--- config.mk ---
export PLATFORM = sky130hd
export DESIGN_NAME = clock_gen
export DESIGN_NICKNAME = d
export VERILOG_FILES = /design/src/clkgen_pkg.sv /design/src/stab_if.sv /design/src/stab_counter.sv /design/src/clock_gen.sv
export SDC_FILE = /design/constraint.sdc
export NUM_CORES = 1
export LEC_CHECK = 0
export BUFFER_PORTS_ARGS = -buffer_cell sky130_fd_sc_hd__buf_2
export CAP_MARGIN = 20
export CELL_PAD_IN_SITES_DETAIL_PLACEMENT = 1
export CELL_PAD_IN_SITES_GLOBAL_PLACEMENT = 1
export CORE_ASPECT_RATIO = 1.4
export CORE_MARGIN = 8
export CORE_UTILIZATION = 44
export CTS_BUF_LIST = sky130_fd_sc_hd__clkbuf_4 sky130_fd_sc_hd__clkbuf_8 sky130_fd_sc_hd__clkbuf_16
export DETAILED_ROUTE_END_ITERATION = 10
export PLACE_DENSITY = 0.78
export SLEW_MARGIN = 5
export SYNTH_ARGS = -nofsm -noshare
export SYNTH_HDL_FRONTEND = slang
export SYNTH_HIERARCHICAL = 1
export SYNTH_SLANG_ARGS = --single-unit
export TNS_END_PERCENT = 1
--- constraint.sdc ---
create_clock -name clk -period 2.7 [get_ports clk]
set_input_delay 0.54 -clock clk [delete_from_list [all_inputs] [get_ports clk]]
set_output_delay 0.54 -clock clk [all_outputs]
set_load 0.05 [all_outputs]
--- src/clkgen_pkg.sv ---
// Purpose: Shared constants for the clock generator and its stabilization counter.
// Assumes: Byte-wide internal CPU bus with 16-bit addresses.
// Notes:   Stabilization limits are exponents of crystal periods.
package clkgen_pkg;

  localparam logic [15:0] ADDR_LS_MODE   = 16'hFFA0;
  localparam logic [15:0] ADDR_CLK_MODE  = 16'hFFA1;
  localparam logic [15:0] ADDR_MAIN_OSC  = 16'hFFA2;
  localparam logic [15:0] ADDR_STAB_STAT = 16'hFFA3;
  localparam logic [15:0] ADDR_STAB_SEL  = 16'hFFA4;
  localparam logic [15:0] ADDR_BUS_WAIT  = 16'hFFFD;

  localparam logic [2:0] STAB_SEL_RESET = 3'h5;
  localparam logic [7:0] ZERO_BYTE      = 8'h00;

  localparam int MAIN_OSC_HALT_BIT = 7;
  localparam int CPU_SRC_SEL_BIT   = 0;
  localparam int CPU_SRC_STATE_BIT = 1;
  localparam int LS_STOP_BIT       = 0;
  localparam int TWO_WAIT_BIT      = 1;

  localparam int STAB_STAGES = 5;
  localparam int STAB_CNT_W  = 17;
  localparam int STAB_EXP [STAB_STAGES] = '{16, 15, 14, 13, 11};

  localparam int RESET_HOLD_TICKS = 17;
  localparam int WAIT_STATES      = 2;

  localparam logic [2:0] SEL_2P11 = 3'h1;
  localparam logic [2:0] SEL_2P13 = 3'h2;
  localparam logic [2:0] SEL_2P14 = 3'h3;
  localparam logic [2:0] SEL_2P15 = 3'h4;
  localparam logic [2:0] SEL_2P16 = 3'h5;

  typedef enum logic [2:0] {
    ST_RESET_HOLD,
    ST_RUN,
    ST_STOPPED,
    ST_STAB_WAIT
  } cg_state_t;

endpackage

--- src/stab_if.sv ---
// Purpose: Carrier between the clock controller and the stabilization counter.
// Assumes: Single clock domain.
// Notes:   Status bit 4 is the shortest stage, bit 0 the longest.
`timescale 1ns/1ps
interface stab_if;
  import clkgen_pkg::*;
  logic                   clear;
  logic                   tick;
  logic [2:0]             sel;
  logic [STAB_STAGES-1:0] status;
  logic                   done;
  modport ctrl (output clear, output tick, output sel, input status, input done);
  modport cnt  (input clear, input tick, input sel, output status, output done);
endinterface

--- src/stab_counter.sv ---
// Purpose: Crystal oscillation stabilization counter with stage status.
// Assumes: tick is a one-cycle pulse per crystal period, only while oscillating.
// Notes:   Prohibited select codes are treated as the longest wait.
`timescale 1ns/1ps
module stab_counter
  import clkgen_pkg::*;
(
  input  wire logic clk,
  input  wire logic rst,
  stab_if.cnt       sif
);

  logic [STAB_CNT_W-1:0] cnt_q;
  logic [STAB_CNT_W-1:0] limit;
  logic                  at_limit;

  always_comb
  begin
    unique case (sif.sel)
      SEL_2P11: limit = STAB_CNT_W'(1) << STAB_EXP[4];
      SEL_2P13: limit = STAB_CNT_W'(1) << STAB_EXP[3];
      SEL_2P14: limit = STAB_CNT_W'(1) << STAB_EXP[2];
      SEL_2P15: limit = STAB_CNT_W'(1) << STAB_EXP[1];
      default:  limit = STAB_CNT_W'(1) << STAB_EXP[0];
    endcase
  end

  assign at_limit = (cnt_q >= limit);

  always_ff @(posedge clk or posedge rst)
  begin
    if (rst)
      cnt_q <= '0;
    else if (sif.clear)
      cnt_q <= '0;
    else if (sif.tick && !at_limit)
      cnt_q <= cnt_q + STAB_CNT_W'(1);
  end

  genvar g;
  generate
    for (g = 0; g < STAB_STAGES; g++)
    begin : g_stage
      assign sif.status[g] = (cnt_q >= (STAB_CNT_W'(1) << STAB_EXP[g]));
    end
  endgenerate

  assign sif.done = at_limit;

endmodule

--- src/clock_gen.sv ---
// Purpose: Clock generator control: oscillator enables, STOP release wait, CPU clock
//          enables, prescaler and peripheral wait insertion.
// Assumes: Oscillator ticks and run flags arrive from outside and are synchronised here.
// Notes:   CPU clock delivery is a one-cycle enable pulse per divided source period.
//
// Behaviour
// - Hold the CPU after STOP release until the selected wait elapses on crystal.
// - Select codes 1..5 mean 2^11,13,14,15,16 crystal periods; others prohibited.
// - Select register resets to 05H, byte writes only, bits 2..0 used.
// - Counter stops at the selected limit; status shows no later stages.
// - Counting starts only once the crystal actually oscillates.
// - Wait bit 1: zero gives no wait, one gives two wait states.
// - Wait register clears to 00H on reset; bit and byte writes allowed.
// - Main oscillator halt bit starts and stops both high-speed oscillators.
// - Internal high-speed oscillator self-starts after reset when option picks it.
// - Low-speed oscillator self-starts after reset release.
// - Low-speed clock feeds CPU, watchdog and timer H1.
// - Option fixes low-speed oscillator stoppable or not; mode register acts if stoppable.
// - Prescaler divides the selected CPU clock source, low-speed or high-speed.
// - CPU runs from the low-speed clock without waiting for the crystal.
// - Source select 0 low-speed, 1 high-speed; read-only bit shows actual source.
// - After reset, CPU clock withheld for 17 low-speed cycles.
`timescale 1ns/1ps
module clock_gen
  import clkgen_pkg::*;
#(
  parameter int PRESCALE_DIV = 1
)
(
  input  wire logic        clk,
  input  wire logic        rst,
  input  wire logic [15:0] bus_addr,
  input  wire logic [7:0]  bus_wdata,
  input  wire logic        bus_byte_we,
  input  wire logic        bus_bit_we,
  input  wire logic [2:0]  bus_bit_idx,
  input  wire logic        bus_bit_val,
  input  wire logic        bus_re,
  output logic      [7:0]  bus_rdata,
  input  wire logic        stop_enter,
  input  wire logic        stop_release,
  input  wire logic        periph_req,
  output logic             periph_wait,
  input  wire logic        opt_hs_internal,
  input  wire logic        opt_ls_stoppable,
  input  wire logic        xtal_tick,
  input  wire logic        xtal_running,
  input  wire logic        hs_int_tick,
  input  wire logic        ls_tick,
  output logic             xtal_osc_en,
  output logic             hs_int_osc_en,
  output logic             ls_osc_en,
  output logic             cpu_hold,
  output logic             cpu_clk_en,
  output logic             wdt_clk_en,
  output logic             tmh1_clk_en,
  output logic             two_wait_enable
);

  localparam int PRE_W = $clog2(PRESCALE_DIV + 1);
  localparam int HOLD_W = $clog2(RESET_HOLD_TICKS + 1);

  // Asynchronous inputs: two flops, then a third for edge detection.
  logic [5:0] s1_q;
  logic [5:0] s2_q;
  logic [2:0] s3_q;
  always_ff @(posedge clk or posedge rst)
  begin
    if (rst)
    begin
      s1_q <= '0;
      s2_q <= '0;
      s3_q <= '0;
    end
    else
    begin
      s1_q <= {opt_ls_stoppable, opt_hs_internal, xtal_running, hs_int_tick, xtal_tick, ls_tick};
      s2_q <= s1_q;
      s3_q <= s2_q[2:0];
    end
  end

  wire ls_edge    = s2_q[0] & ~s3_q[0];
  wire xtal_edge  = s2_q[1] & ~s3_q[1];
  wire hsi_edge   = s2_q[2] & ~s3_q[2];
  wire xtal_osc   = s2_q[3];
  wire hs_int_opt = s2_q[4];
  wire ls_stop_ok = s2_q[5];

  // Registers.
  logic [2:0] stab_sel_q;
  logic       two_wait_q;
  logic       main_osc_halt_q;
  logic       cpu_source_select_q;
  logic       cpu_source_state_q;
  logic       ls_stop_req_q;

  wire hit_sel   = (bus_addr == ADDR_STAB_SEL);
  wire hit_wait  = (bus_addr == ADDR_BUS_WAIT);
  wire hit_osc   = (bus_addr == ADDR_MAIN_OSC);
  wire hit_mode  = (bus_addr == ADDR_CLK_MODE);
  wire hit_ls    = (bus_addr == ADDR_LS_MODE);
  wire hit_stat  = (bus_addr == ADDR_STAB_STAT);
  wire [7:0] bit_mask = 8'h01 << bus_bit_idx;

  function automatic logic wbit(input logic hit, input int pos, input logic old,
                                input logic [7:0] wd, input logic [7:0] mk,
                                input logic bw, input logic bv, input logic by);
    logic r;
    r = old;
    if (hit && by)
      r = wd[pos];
    else if (hit && bw && mk[pos])
      r = bv;
    return r;
  endfunction

  always_ff @(posedge clk or posedge rst)
  begin
    if (rst)
    begin
      stab_sel_q          <= STAB_SEL_RESET;
      two_wait_q          <= 1'b0;
      main_osc_halt_q     <= 1'b0;
      cpu_source_select_q <= 1'b0;
      ls_stop_req_q       <= 1'b0;
    end
    else
    begin
      if (hit_sel && bus_byte_we)
        stab_sel_q <= bus_wdata[2:0];
      two_wait_q <= wbit(hit_wait, TWO_WAIT_BIT, two_wait_q, bus_wdata, bit_mask,
                         bus_bit_we, bus_bit_val, bus_byte_we);
      main_osc_halt_q <= wbit(hit_osc, MAIN_OSC_HALT_BIT, main_osc_halt_q, bus_wdata,
                              bit_mask, bus_bit_we, bus_bit_val, bus_byte_we);
      cpu_source_select_q <= wbit(hit_mode, CPU_SRC_SEL_BIT, cpu_source_select_q,
                                  bus_wdata, bit_mask, bus_bit_we, bus_bit_val, bus_byte_we);
      ls_stop_req_q <= wbit(hit_ls, LS_STOP_BIT, ls_stop_req_q, bus_wdata, bit_mask,
                            bus_bit_we, bus_bit_val, bus_byte_we);
    end
  end

  // Stabilization counter.
  stab_if sif ();
  stab_counter u_stab
  (
    .clk (clk),
    .rst (rst),
    .sif (sif)
  );

  cg_state_t state_q;
  logic [HOLD_W-1:0] hold_q;

  assign sif.sel   = stab_sel_q;
  // Cleared on STOP, halt and release.
  assign sif.clear = stop_enter | stop_release | main_osc_halt_q;
  assign sif.tick  = xtal_edge & xtal_osc & ~hs_int_opt & (state_q != ST_STOPPED);

  wire hs_avail = hs_int_opt ? hs_int_osc_en : (xtal_osc & ~main_osc_halt_q);
  wire src_tick = cpu_source_state_q ? (hs_int_opt ? hsi_edge : xtal_edge) : ls_edge;

  // Controller.
  always_ff @(posedge clk or posedge rst)
  begin
    if (rst)
    begin
      state_q <= ST_RESET_HOLD;
      hold_q  <= '0;
    end
    else
    begin
      unique case (state_q)
        ST_RESET_HOLD:
          if (ls_edge)
          begin
            if (hold_q == HOLD_W'(RESET_HOLD_TICKS - 1))
              state_q <= ST_RUN;
            hold_q <= hold_q + HOLD_W'(1);
          end
        ST_RUN:
          if (stop_enter)
            state_q <= ST_STOPPED;
        // Crystal source waits for the counter.
        ST_STOPPED:
          if (stop_release)
            state_q <= (cpu_source_state_q && !hs_int_opt) ? ST_STAB_WAIT : ST_RUN;
        ST_STAB_WAIT:
          if (sif.done)
            state_q <= ST_RUN;
      endcase
    end
  end

  // Prescaler on the selected CPU clock source, low-speed or high-speed.
  logic [PRE_W-1:0] pre_q;
  wire pre_wrap = (pre_q == PRE_W'(PRESCALE_DIV - 1));

  // Actual source follows select once available.
  always_ff @(posedge clk or posedge rst)
  begin
    if (rst)
    begin
      cpu_source_state_q <= 1'b0;
      pre_q              <= '0;
    end
    else
    begin
      if (!cpu_source_select_q || hs_avail)
        cpu_source_state_q <= cpu_source_select_q;
      if (src_tick)
        pre_q <= pre_wrap ? '0 : pre_q + PRE_W'(1);
    end
  end

  // Peripheral wait states.
  logic [1:0] wait_q;

  // Outputs from flops; all oscillators stopped while reset is held.
  always_ff @(posedge clk or posedge rst)
  begin
    if (rst)
    begin
      xtal_osc_en     <= 1'b0;
      hs_int_osc_en   <= 1'b0;
      ls_osc_en       <= 1'b0;
      cpu_hold        <= 1'b1;
      cpu_clk_en      <= 1'b0;
      wdt_clk_en      <= 1'b0;
      tmh1_clk_en     <= 1'b0;
      two_wait_enable <= 1'b0;
      periph_wait     <= 1'b0;
      wait_q          <= '0;
      bus_rdata       <= ZERO_BYTE;
    end
    else
    begin
      // Halt bit gates both high-speed oscillators.
      xtal_osc_en   <= ~hs_int_opt & ~main_osc_halt_q & (state_q != ST_STOPPED);
      hs_int_osc_en <= hs_int_opt & ~main_osc_halt_q & (state_q != ST_STOPPED);
      // Mode register acts only if stoppable.
      ls_osc_en   <= ~(ls_stop_ok & ls_stop_req_q);
      // CPU released from reset hold on low-speed clock alone.
      cpu_hold    <= (state_q != ST_RUN);
      cpu_clk_en  <= src_tick & pre_wrap & (state_q == ST_RUN);
      // Low-speed clock to watchdog and timer H1.
      wdt_clk_en  <= ls_edge;
      tmh1_clk_en <= ls_edge;
      two_wait_enable <= two_wait_q;
      if (periph_req && two_wait_q)
        wait_q <= 2'(WAIT_STATES);
      else if (wait_q != '0)
        wait_q <= wait_q - 2'h1;
      periph_wait <= (periph_req && two_wait_q) || (wait_q > 2'h1);
      if (bus_re)
      begin
        bus_rdata <= ZERO_BYTE;
        if (hit_sel)
          bus_rdata <= {5'h00, stab_sel_q};
        if (hit_wait)
          bus_rdata[TWO_WAIT_BIT] <= two_wait_q;
        if (hit_osc)
          bus_rdata[MAIN_OSC_HALT_BIT] <= main_osc_halt_q;
        if (hit_mode)
          bus_rdata <= {6'h00, cpu_source_state_q, cpu_source_select_q};
        if (hit_ls)
          bus_rdata[LS_STOP_BIT] <= ls_stop_req_q;
        if (hit_stat)
          bus_rdata <= {3'h0, sif.status};
      end
    end
  end

endmodule

# Word level (Yosys, flattened, before mapping)
# Index checks and enable logic that the tools add are counted.
[totals]
register_bits = 67
latchBits = 0
ramBits = 0
romBits = 0
inputBits = 42
out_inout_bits = 17
n_memories = 0
[classes]
addsub = 4
mul = 0
n_div = 0
n_lt_le_gt_ge = 7
n_eq_ne = 21
shifts = 1
n_mux = 30
n_bitwise = 23
reduce_logical = 31
[ops]
columns = ["operator", "n"]
rows = [
  ["$eq 16x16->1 const B", 6],
  ["$pmux 17 s4", 1],
  ["$mux 17", 2],
  ["$mux 3", 6],
  ["$add 17x1->17 const B", 1],
  ["$ge 17x12->1 const B", 1],
  ["$ge 17x14->1 const B", 1],
  ["$ge 17x15->1 const B", 1],
  ["$ge 17x16->1 const B", 1],
  ["$ge 17x17->1", 1],
  ["$ge 17x17->1 const B", 1],
  ["$logic_and 1x1->1", 16],
  ["$mux 8", 2],
  ["$mux 1", 15],
  ["$and 1x1->1", 14],
  ["$reduce_bool 2->1", 7],
  ["$eq 3x2->1 const B", 4],
  ["$pmux 3 s4", 1],
  ["$ne 2x2->1 const B", 4],
  ["$shl 1x3->8 const A", 1],
  ["$not 1->1", 7],
  ["$eq 3x1->1 const B", 2],
  ["$mux 2", 3],
  ["$add 5x1->5 const B", 1],
  ["14 further kinds", 18],
]

# Logic depth before layout (Yosys ltp)
# Gate-level depths: netlist (run 1).
[depth]
depth_word = 8
ltp_mapped = 10
mapped_depth_nobuf = 10

# Cells and area by module
# Netlist (run 1), hierarchy kept.
[modules_own_cells]
columns = ["mod", "n_inst", "cells_per_inst", "area_per_inst_um2", "seq_area_each_um2"]
rows = [
  ["clock_gen", 1, 175, 2144.6, 1154.9],
  ["stab_counter", 1, 130, 1144.8, 425.4],
]

# Least setup slack after synthesis (run 1)
# Ideal clock, no wire load.
[synth_path]
kind = "register -> register"
startpoint = "register stab_sel_q[1] (netlist: sif.sel[1])"
endpoint = "register u_stab.cnt_q[15]"
setup_time_ps = 136
arrival_time_ps = 2227
slack_ps = 337
path_stages_with_launch = 9
n_path_buf = 1
path_cell_list = "dfrtp_1 -> or3b_2 -> ha_1 -> a211oi_1 -> o211a_1 -> o21ai_2 -> buf_2 -> o41ai_1 -> a21oi_1"
[synth_between]
elab_chain_len = 6
word_cells_on_any_way = 9
[synth_lines]
columns = ["item", "line_no", "source"]
rows = [
  ["from (decl)", "clock_gen.sv:91", "logic [2:0] stab_sel_q;"],
  ["from (signal assigned)", "clock_gen.sv:131", "stab_sel_q <= bus_wdata[2:0];"],
  ["$eq 3x3->1 (tied with other cells)", "stab_counter.sv:19", "unique case (sif.sel)"],
  ["$pmux 17 s4 (*)", "stab_counter.sv:19", ""],
  ["$ge 17x17->1 (*)", "stab_counter.sv:28", "assign at_limit = (cnt_q >= limit);"],
  ["$logic_not 1->1 (*)", "stab_counter.sv:36", "else if (sif.tick && !at_limit)"],
  ["$logic_and 1x1->1 (*)", "stab_counter.sv:36", ""],
  ["$reduce_bool 2->1 (no line) (*)", "n/a", ""],
  ["to (signal assigned)", "stab_counter.sv:37", "cnt_q <= cnt_q + STAB_CNT_W'(1);"],
  ["to (decl)", "stab_counter.sv:13", "logic [STAB_CNT_W-1:0] cnt_q;"],
]
# Mark *: on every way between the ends. The rest lies on a longest branch, timed or not.
# A chain may end at the register's enable or synchronous reset.

# Final worst setup path (run 1)
[layout_path]
startpoint = "register stab_sel_q[0] (netlist: sif.sel[0])"
endpoint = "register state_q[0]"
[layout_between]
elab_chain_len = 5
word_cells_on_any_way = 8
[layout_lines]
columns = ["item", "line_no", "source"]
rows = [
  ["$eq 3x3->1 (tied with other cells)", "stab_counter.sv:19", ""],
  ["$pmux 17 s4 (*)", "stab_counter.sv:19", ""],
  ["$ge 17x17->1 (*)", "stab_counter.sv:28", ""],
  ["named net sif.done", "stab_if.sv:11", "logic done;"],
  ["$ne 2x1->1 (no line) (*)", "n/a", ""],
  ["$reduce_and 5->1 (no line) (*)", "n/a", ""],
  ["to (signal assigned)", "clock_gen.sv:187", "state_q <= (cpu_source_state_q && !hs_int_opt) ? ST_STAB_WAIT : ST_RUN;"],
  ["to (decl)", "clock_gen.sv:152", "cg_state_t state_q;"],
]
# Mark *: on every way through the listed nets, which the timed path passes. The rest lies on a longest branch.

==> impl_metrics.csv, run 1 <==
group,metric,value,unit
power,power.share.combinational,0.213,
worst_setup_path,timing.critical_path.mode_cell,"buf_4",
cells_and_area,multi_input_area,1600,um^2
route,postRouteWirelength,8230,um
power,power.static_leakage,0.00177,uW
worst_setup_path,crit_path_class,"flip-flop to flip-flop",
worst_setup_path,setup.worst_path.end,"state_q[0]$_DFFE_PP0P_",
synth,ys_dominant_reg_cell,"dfrtp_1",
place,globalplace.congestion,0.829,
place,hpwl,6140,um
die,chipWidth,89.1,um
die,die_footprint,10500,um^2
clocking,clock_path_buffers,2,
clocking,clk_pin_slew_worst_paths,70,ps
timing,achievable-frequency,381,MHz
timing,final-setup-viol-count,0,
synth,synth_enable_flop_cells,0,
cells_and_area,n_fill_cell,862,
worst_setup_path,cp_cell_sequence,"nor3b_2 > ha_1 > nor4bb_2 > a311oi_2 > buf_4 > buf_4 > o21ai_0 > o22ai_1 > a221o_1 > mux2i_1",
worst_setup_path,critical_path.reg2reg.startpoint,"sif.sel[0]$_DFFE_PP1P_",
synth,synth_seq_area_share,0.480,
power,worst_ir_drop_vdd,0.500,mV
die,placementRows,37,
clocking,ctsHtreeMaxLevel,3,
synth,synth.top_cell.area_share,0.456,
global_routing,antenna_violations_before_repair,0,
power,powerDensity,609,nW/um^2
place,buffer_ports.inserted,52,
route,first_pass_iters,4,
worst_setup_path,worst-path-max-fanout,6,
power,clock_network_fraction_of_total_power,0.318,
die,floorplan.core_area,7310,um^2
global_routing,first_global_vias,2815,
route,detail_route.iter0.violations,95,
global_routing,grt_remaining_overflow,0,
worst_setup_path,r2r_cells,10,
synth,post_synth_most_frequent_cells,"dfrtp_1, inv_1, nor2_1, a21oi_1, ha_1",
synth,post-synth-top-area-cell,"dfrtp_1",
worst_setup_path,cp.buffers_inverters,2,
route,drt-vias-per-instance,5.53,
worst_setup_path,required_time_of_the_critical_path,2930,ps
hold_path,timing.hold.worst.class,"input port to async pin",
flow_run,maxCapViolCount,0,
power,p_seq_frac,0.469,
cells_and_area,flow.area_growth_from_synthesis,18.1,%
worst_setup_path,first_element_of_the_critical_path,"sif.sel[0]$_DFFE_PP1P_",
synth,synth_area_leaders,"dfrtp_1, ha_1, inv_1, a21oi_1, dfstp_2",
worst_setup_path,worstPathArrival,2860,ps
clocking,cts.root.buffer_cell,"clkbuf_8",
timing,hold_viol_final,0,
synth,yosys_warnings,6,
timing,finalWorstPathRequiredPeriod,2630,ps
worst_setup_path,end_kind,"flip-flop",
synth,netlist_instances,305,
power,switching_share,0.327,
run_status,outcome,"finished clean",
timing,fin_ws,74.2,ps
route,route.detailed.wl_per_inst,17.6,um
synth,yosys_register_bits,63,
worst_setup_path,timing.critical_path.depth,10,
place,placed_cells_incl_taps,450,
global_routing,first_pass_grt_wire_length,13600,um
worst_setup_path,timing.critical_path.max_delay_family,"compound AO/OA/AOI/OAI gates",
timing,period_share,0.973,
timing,relSlewSlack,0.538,
synth,async_reset_ff_frac,1.00,
die,initial_core_util,0.450,
clocking,cts_buffers,9,
cells_and_area,layout.cell_area.non_filler,3880,um^2
clocking,clock_tree_from_tritoncts,"built",
die,die_height,118,um
clocking,clock_latency,350,ps
power,p_total,2360,uW
cells_and_area,fin_nets,424,
cells_and_area,stdcell_count,468,
synth,post_synth_num_cell_types,64,
worst_setup_path,cp-start-kind,"flip-flop",
synth,netlist_area_pre_place,3290,um^2
worst_setup_path,critical_path.slowest_cell,"dfstp_2",
timing,final.setup_skew,4.45,ps
power,intPower,1590,uW
worst_setup_path,r2r_setup_slack,70,ps
worst_setup_path,critical_path.max_stage_delay,570,ps
place,post_dp_cell_area,3660,um^2
cells_and_area,antenna_cells_inserted,0,
power,net-switching-power,774,uW
cells_and_area,sequential_cell_area,1580,um^2
route,detailroute.via_count,2587,
worst_setup_path,crit-reg2reg-capture,"state_q[0]$_DFFE_PP0P_",
route,detail_route.drc_violations,0,
timing,drv_slew,0,
global_routing,global_route.usage.total,0.166,
route,antenna_left,0,
synth,synthMostInstantiatedCell,"dfrtp_1",
timing,worst-slew-pin-transition,692,ps
global_routing,grt_start_max_net_pins,27,
die,ios,59,
synth,syn_area_per_cell,10.8,um^2
place,pre_cts_ws,14.3,ps
cells_and_area,drive_gt1_frac,0.299,
clocking,numClockSinks,63,
==> cell type report <==
type | instances | share of cell area
Timing Repair Buffer | 60 | 0.0824
Clock inverter | 5 | 0.00870
Tap cell | 97 | 0.0312
Inverter | 23 | 0.0222
Clock buffer | 11 | 0.0374
Multi-Input combinational cell | 209 | 0.411
Sequential cell | 63 | 0.407
==> layout by cell type (no fill, tap or decap), types with 3 or more instances in the layout <==
master / Yosys / routed
or4_1: 4 / 4
nor2_1: 17 / 17
inv_1: 23 / 22
dfstp_2: 3 / 3
nand4_1: 12 / 12
buf_2: 2 / 52
nand2_1: 15 / 15
nor2b_1: 6 / 6
ha_1: 16 / 16
a31oi_1: 3 / 3
buf_4: 3 / 8
and3_1: 3 / 3
or3_1: 6 / 6
o21ai_0: 13 / 12
nor3_1: 4 / 4
mux2_2: 4 / 4
nand3_1: 7 / 7
nor4_1: 3 / 3
mux2_4: 3 / 3
or3b_2: 3 / 3
xnor2_1: 7 / 7
dfrtp_1: 60 / 60
nand3b_1: 3 / 3
a21oi_1: 16 / 16
o31ai_1: 5 / 5
clkbuf_8: 0 / 10
a31o_2: 3 / 3
nor3b_1: 5 / 4
==> sequential cells by signal, summed over array words and instances (netlist names), 2 cells and up <==
name,count
s3_q,3
u_stab/cnt_q,17
state_q,2
s2_q,6
hold_q,5
wait_q,2
bus_rdata,6
sif.sel,3
s1_q,6
==> power by group through the flow <==
stage / sequential (uW) / combinational, uW / clock [uW]
final: 1110 / 504 / 751
after global routing: 1120 / 562 / 816
after CTS: 1110 / 512 / 769
after detailed placement: 1130 / 509 / 0
after global placement: 1120 / 484 / 0
after floorplan: 1200 / 279 / 0
==> worst min-delay path by stage <==
stage / startpoint / endpoint / slack [ps] / cells past startpoint
detailed placement: s1_q[3]$_DFF_PP0_ / s2_q[3]$_DFF_PP0_ / 340 / 0
floorplan: s1_q[0]$_DFF_PP0_ / s2_q[0]$_DFF_PP0_ / 330 / 0
CTS: rst / s1_q[4]$_DFF_PP0_ / 190 / 2
finish: rst / s1_q[4]$_DFF_PP0_ / 180 / 2
global placement: s1_q[0]$_DFF_PP0_ / s2_q[0]$_DFF_PP0_ / 330 / 0
global route: rst / s2_q[1]$_DFF_PP0_ / 210 / 2
==> per-stage QoR <==
stage	utilization	setup TNS [ps]	hold slack, ps
2_1_floorplan	-	0	331
6_report	0.531	0	178
5_1_grt	0.531	-31.3	208
3_5_place_dp	0.501	0	336
4_1_cts	0.526	0	185
3_3_place_gp	0.501	0	332
==> metal layers <==
layer	global-route usage	vias to the layer above	wire length (um)
met3	0.0562	14	491
met1	0.178	1291	3180
met5	0	-	0
li1	-	1226	-
met4	0.0679	0	180
met2	0.287	56	4380
==> kinds of logic (layout without fill, tap and decap cells) <==
logic type,count (synthesis),after routing,share of synthesized area
and+or+nand+nor,112,112,0.232
DFF,63,63,0.480
AOI/OAI and AO/OA,60,60,0.121
buffers and inverters,34,99,0.0434
adders and majority gates,16,16,0.0609
muxes,10,10,0.0369
xor gates and xnor gates,9,9,0.0240
other,1,2,0.00114
==> repair_timing <==
| item | in CTS | in global routing |
|---|---|---|
| pin swaps | 0 | 2 |
| buffers inserted | 0 | 2 |
| endpoints found under the hold margin | 0 | 0 |
| hold buffers | 0 | 0 |
| gates resized for setup | 1 | 5 |
| endpoints found under the setup margin | 7 | 9 |
Note: power is estimated with default switching activity, not from simulation.
==> inputs of run 2 (changes only) <==
--- a/config.mk
+++ b/config.mk
@@ -5,16 +5,16 @@
 export SDC_FILE = /design/constraint.sdc
 export NUM_CORES = 1
 export LEC_CHECK = 0
+export ABC_AREA = 1
 export BUFFER_PORTS_ARGS = -buffer_cell sky130_fd_sc_hd__buf_2
 export CAP_MARGIN = 20
 export CELL_PAD_IN_SITES_DETAIL_PLACEMENT = 1
 export CELL_PAD_IN_SITES_GLOBAL_PLACEMENT = 1
 export CORE_ASPECT_RATIO = 1.4
 export CORE_MARGIN = 8
-export CORE_UTILIZATION = 44
-export CTS_BUF_LIST = sky130_fd_sc_hd__clkbuf_4 sky130_fd_sc_hd__clkbuf_8 sky130_fd_sc_hd__clkbuf_16
+export CORE_UTILIZATION = 41
 export DETAILED_ROUTE_END_ITERATION = 10
-export PLACE_DENSITY = 0.78
+export PLACE_DENSITY = 0.77
 export SLEW_MARGIN = 5
 export SYNTH_ARGS = -nofsm -noshare
 export SYNTH_HDL_FRONTEND = slang
==> run 2 against run 1 <==
Against the previous run: routed wire length grew 24%; utilization decreased by 3.0 points; via count up 28%; clock power is 54% higher; non-clock buffer count is 4 lower; synthesized area up 11%; cell area grew 11%; hold slack got worse by 78 ps; cell count rose by 38%; largest power group is now clock; highest routed layer unchanged.
==> impl_metrics.csv, run 2 <==
group,metric,value,unit
clocking,ctsHoldBuffers,0,
global_routing,first_pass_grt_wire_length,17500,um
timing,final-setup-viol-count,0,
worst_setup_path,cp-start-kind,"flip-flop",
clocking,ctsHtreeMaxLevel,3,
power,p_seq_frac,0.399,
timing,drv_slew,0,
timing,finalWorstPathRequiredPeriod,2320,ps
clocking,numClockSinks,63,
global_routing,first_global_vias,3740,
synth,synth.top_cell.area_share,0.412,
synth,yosys_warnings,6,
die,chipWidth,95.7,um
clocking,clock_latency,330,ps
synth,netlist_area_pre_place,3640,um^2
clocking,cts_buffers,9,
run_status,outcome,"finished clean",
route,detail_route.drc_violations,0,
synth,syn_area_per_cell,7.62,um^2
global_routing,grt_remaining_overflow,0,
cells_and_area,drive_gt1_frac,0.185,
hold_path,timing.hold.worst.class,"input port to async pin",
cells_and_area,multi_input_area,1780,um^2
route,postRouteWirelength,10200,um
cells_and_area,final_common_cell,"nand2_1",
place,hpwl,7650,um
die,ios,59,
timing,relSlewSlack,0.513,
synth,ys_dominant_reg_cell,"dfrtp_1",
global_routing,antenna_violations_before_repair,0,
clocking,clock_path_buffers,2,
power,power.share.combinational,0.187,
route,first_pass_iters,4,
clocking,clock_tree_from_tritoncts,"built",
clocking,post_cts.resized_instances,0,
synth,post-synth-top-area-cell,"dfrtp_1",
die,die_height,128,um
timing,final.setup.tns,0,ps
place,globalplace.congestion,0.827,
worst_setup_path,worst-path-max-fanout,19,
route,antenna_left,0,
power,switching_share,0.310,
power,worst_ir_drop_vdd,0.596,mV
worst_setup_path,required_time_of_the_critical_path,2960,ps
die,initial_core_util,0.423,
global_routing,global_route.usage.total,0.182,
timing,worst-slew-pin-transition,729,ps
route,drt-vias-per-instance,5.14,
power,power.static_leakage,0.00226,uW
place,buffer_ports.inserted,52,
power,clock_network_fraction_of_total_power,0.414,
clocking,cts.repair_timing.setup_buffer_count,0,
synth,synth_seq_area_share,0.434,
timing,final.setup_skew,5.80,ps
power,intPower,1930,uW
synth,synth_area_leaders,"dfrtp_1, nand2_1, nor2_1, inv_1, nand3_1",
worst_setup_path,worstPathArrival,2580,ps
cells_and_area,antenna_cells_inserted,0,
die,placementRows,40,
route,detail_route.iter0.violations,146,
cells_and_area,fin_nets,593,
cells_and_area,largest_register_ff_count,17,
timing,rsz_0062_raised_after_global_routing,"false",
synth,yosys_register_bits,63,
synth,post_synth_num_cell_types,41,
synth,post_synth_most_frequent_cells,"nand2_1, dfrtp_1, nor2_1, inv_1, nand3_1",
clocking,clk_pin_slew_worst_paths,60,ps
timing,period_share,0.859,
worst_setup_path,end_kind,"flip-flop",
power,p_total,2800,uW
die,floorplan.core_area,8610,um^2
cells_and_area,n_fill_cell,1121,
cells_and_area,sequential_cell_area,1580,um^2
flow_run,maxCapViolCount,0,
cells_and_area,flow.area_growth_from_synthesis,18.4,%
timing,hold_viol_final,0,
synth,netlist_instances,478,
clocking,cts.root.buffer_cell,"clkbuf_16",
cells_and_area,layout_common_cells,"nand2_1, dfrtp_1, nor2_1, inv_1, buf_2",
timing,achievable-frequency,431,MHz
cells_and_area,most_flops_register,"u_stab/cnt_q",
route,detailroute.via_count,3317,
power,net-switching-power,866,uW
global_routing,grt_start_max_net_pins,47,
synth,synthMostInstantiatedCell,"nand2_1",
synth,async_reset_ff_frac,1.00,
worst_setup_path,crit_path_class,"flip-flop to flip-flop",
worst_setup_path,r2r_cells,13,
power,powerDensity,648,nW/um^2
route,route.detailed.wl_per_inst,15.8,um
synth,synth_enable_flop_cells,0,
die,die_footprint,12200,um^2
[run 2: changes by cell type in the layout (fill, tap and decap cells not counted), sizes merged, moves of 6 or more]
cell,delta
or3,-6
nor2,+52
nand4,-8
inv,+36
a21oi,-9
xnor2,-6
nand3,+39
nand2,+133
nor2b,-6
mux2,-8
o21ai,+9
[run 2: path summary, 6_finish.rpt]
kind                                        start                     endpoint  slack, ps
setup / recovery           sif.sel[0]$_DFFE_PP1P_  u_stab/cnt_q[2]$_DFFE_PP0P_        380
hold / removal                                rst        hold_q[3]$_DFFE_PP0P_        100
setup reg to reg           sif.sel[0]$_DFFE_PP1P_  u_stab/cnt_q[2]$_DFFE_PP0P_        380
hold reg to reg                 s1_q[4]$_DFF_PP0_            s2_q[4]$_DFF_PP0_        350
max in group asynchronous                     rst  u_stab/cnt_q[8]$_DFFE_PP0P_       1880
min in group clk                      hs_int_tick            s1_q[2]$_DFF_PP0_        310
[run 2: critical path, cell delays in order (launching register included)]
cell and delay (ps):
dfstp_2 580, nor2_1 60, nand2_1 90, nand2_1 60
ha_1 300, nand2_1 90, inv_1 50, nand2_1 60
nand2_1 70, nor2_2 190, nand3_4 260, nand2_4 280
nand2_1 90, nand2_1 80
[run 2: power groups by stage]
stage | Sequential, uW | Combinational (uW) | Clock, uW
floorplan | 1200 | 298 | 0
CTS | 1120 | 531 | 1180
global route | 1130 | 593 | 1210
finish | 1120 | 523 | 1160
detailed placement | 1130 | 522 | 0
global placement | 1120 | 491 | 0
[run 2: kinds of logic after synthesis]
family / share of synthesized area
compound gates: 0.0515
buf+inv: 0.0800
simple gates: 0.359
fa+ha+maj: 0.0549
xor+xnor: 0.0168
other cells: 0.00103
flops: 0.434
mux: 0.00275
[run 2: metrics by stage]
stage          cell area (um^2)  utilization  hold WS [ps]  instances  worst slack (ps)
2_1_floorplan              3650            -           331        479               789
5_1_grt                    4310        0.501           103        645               182
4_1_cts                    4290        0.499           307        644               386
3_5_place_dp               3990        0.464           336        628               419
6_report                   4310        0.501           100        645               381
3_3_place_gp               3990        0.464           331        628               508
[run 2: final cells by class]
| class | instances | area share |
|---|---|---|
| Multi-Input combinational cell | 346 | 0.412 |
| Sequential cell | 63 | 0.366 |
| Clock inverter | 6 | 0.0165 |
| Tap cell | 105 | 0.0305 |
| Clock buffer | 10 | 0.0531 |
| Timing Repair Buffer | 56 | 0.0702 |
| Inverter | 59 | 0.0519 |
[run 2: layer usage]
layer / track usage / vias up / part of all wire
met2: 0.337 / 62 / 0.55
met5: 0 / - / 0
met1: 0.183 / 1617 / 0.39
met3: 0.0451 / 20 / 0.038
li1: - / 1618 / -
met4: 0.0790 / 0 / 0.026
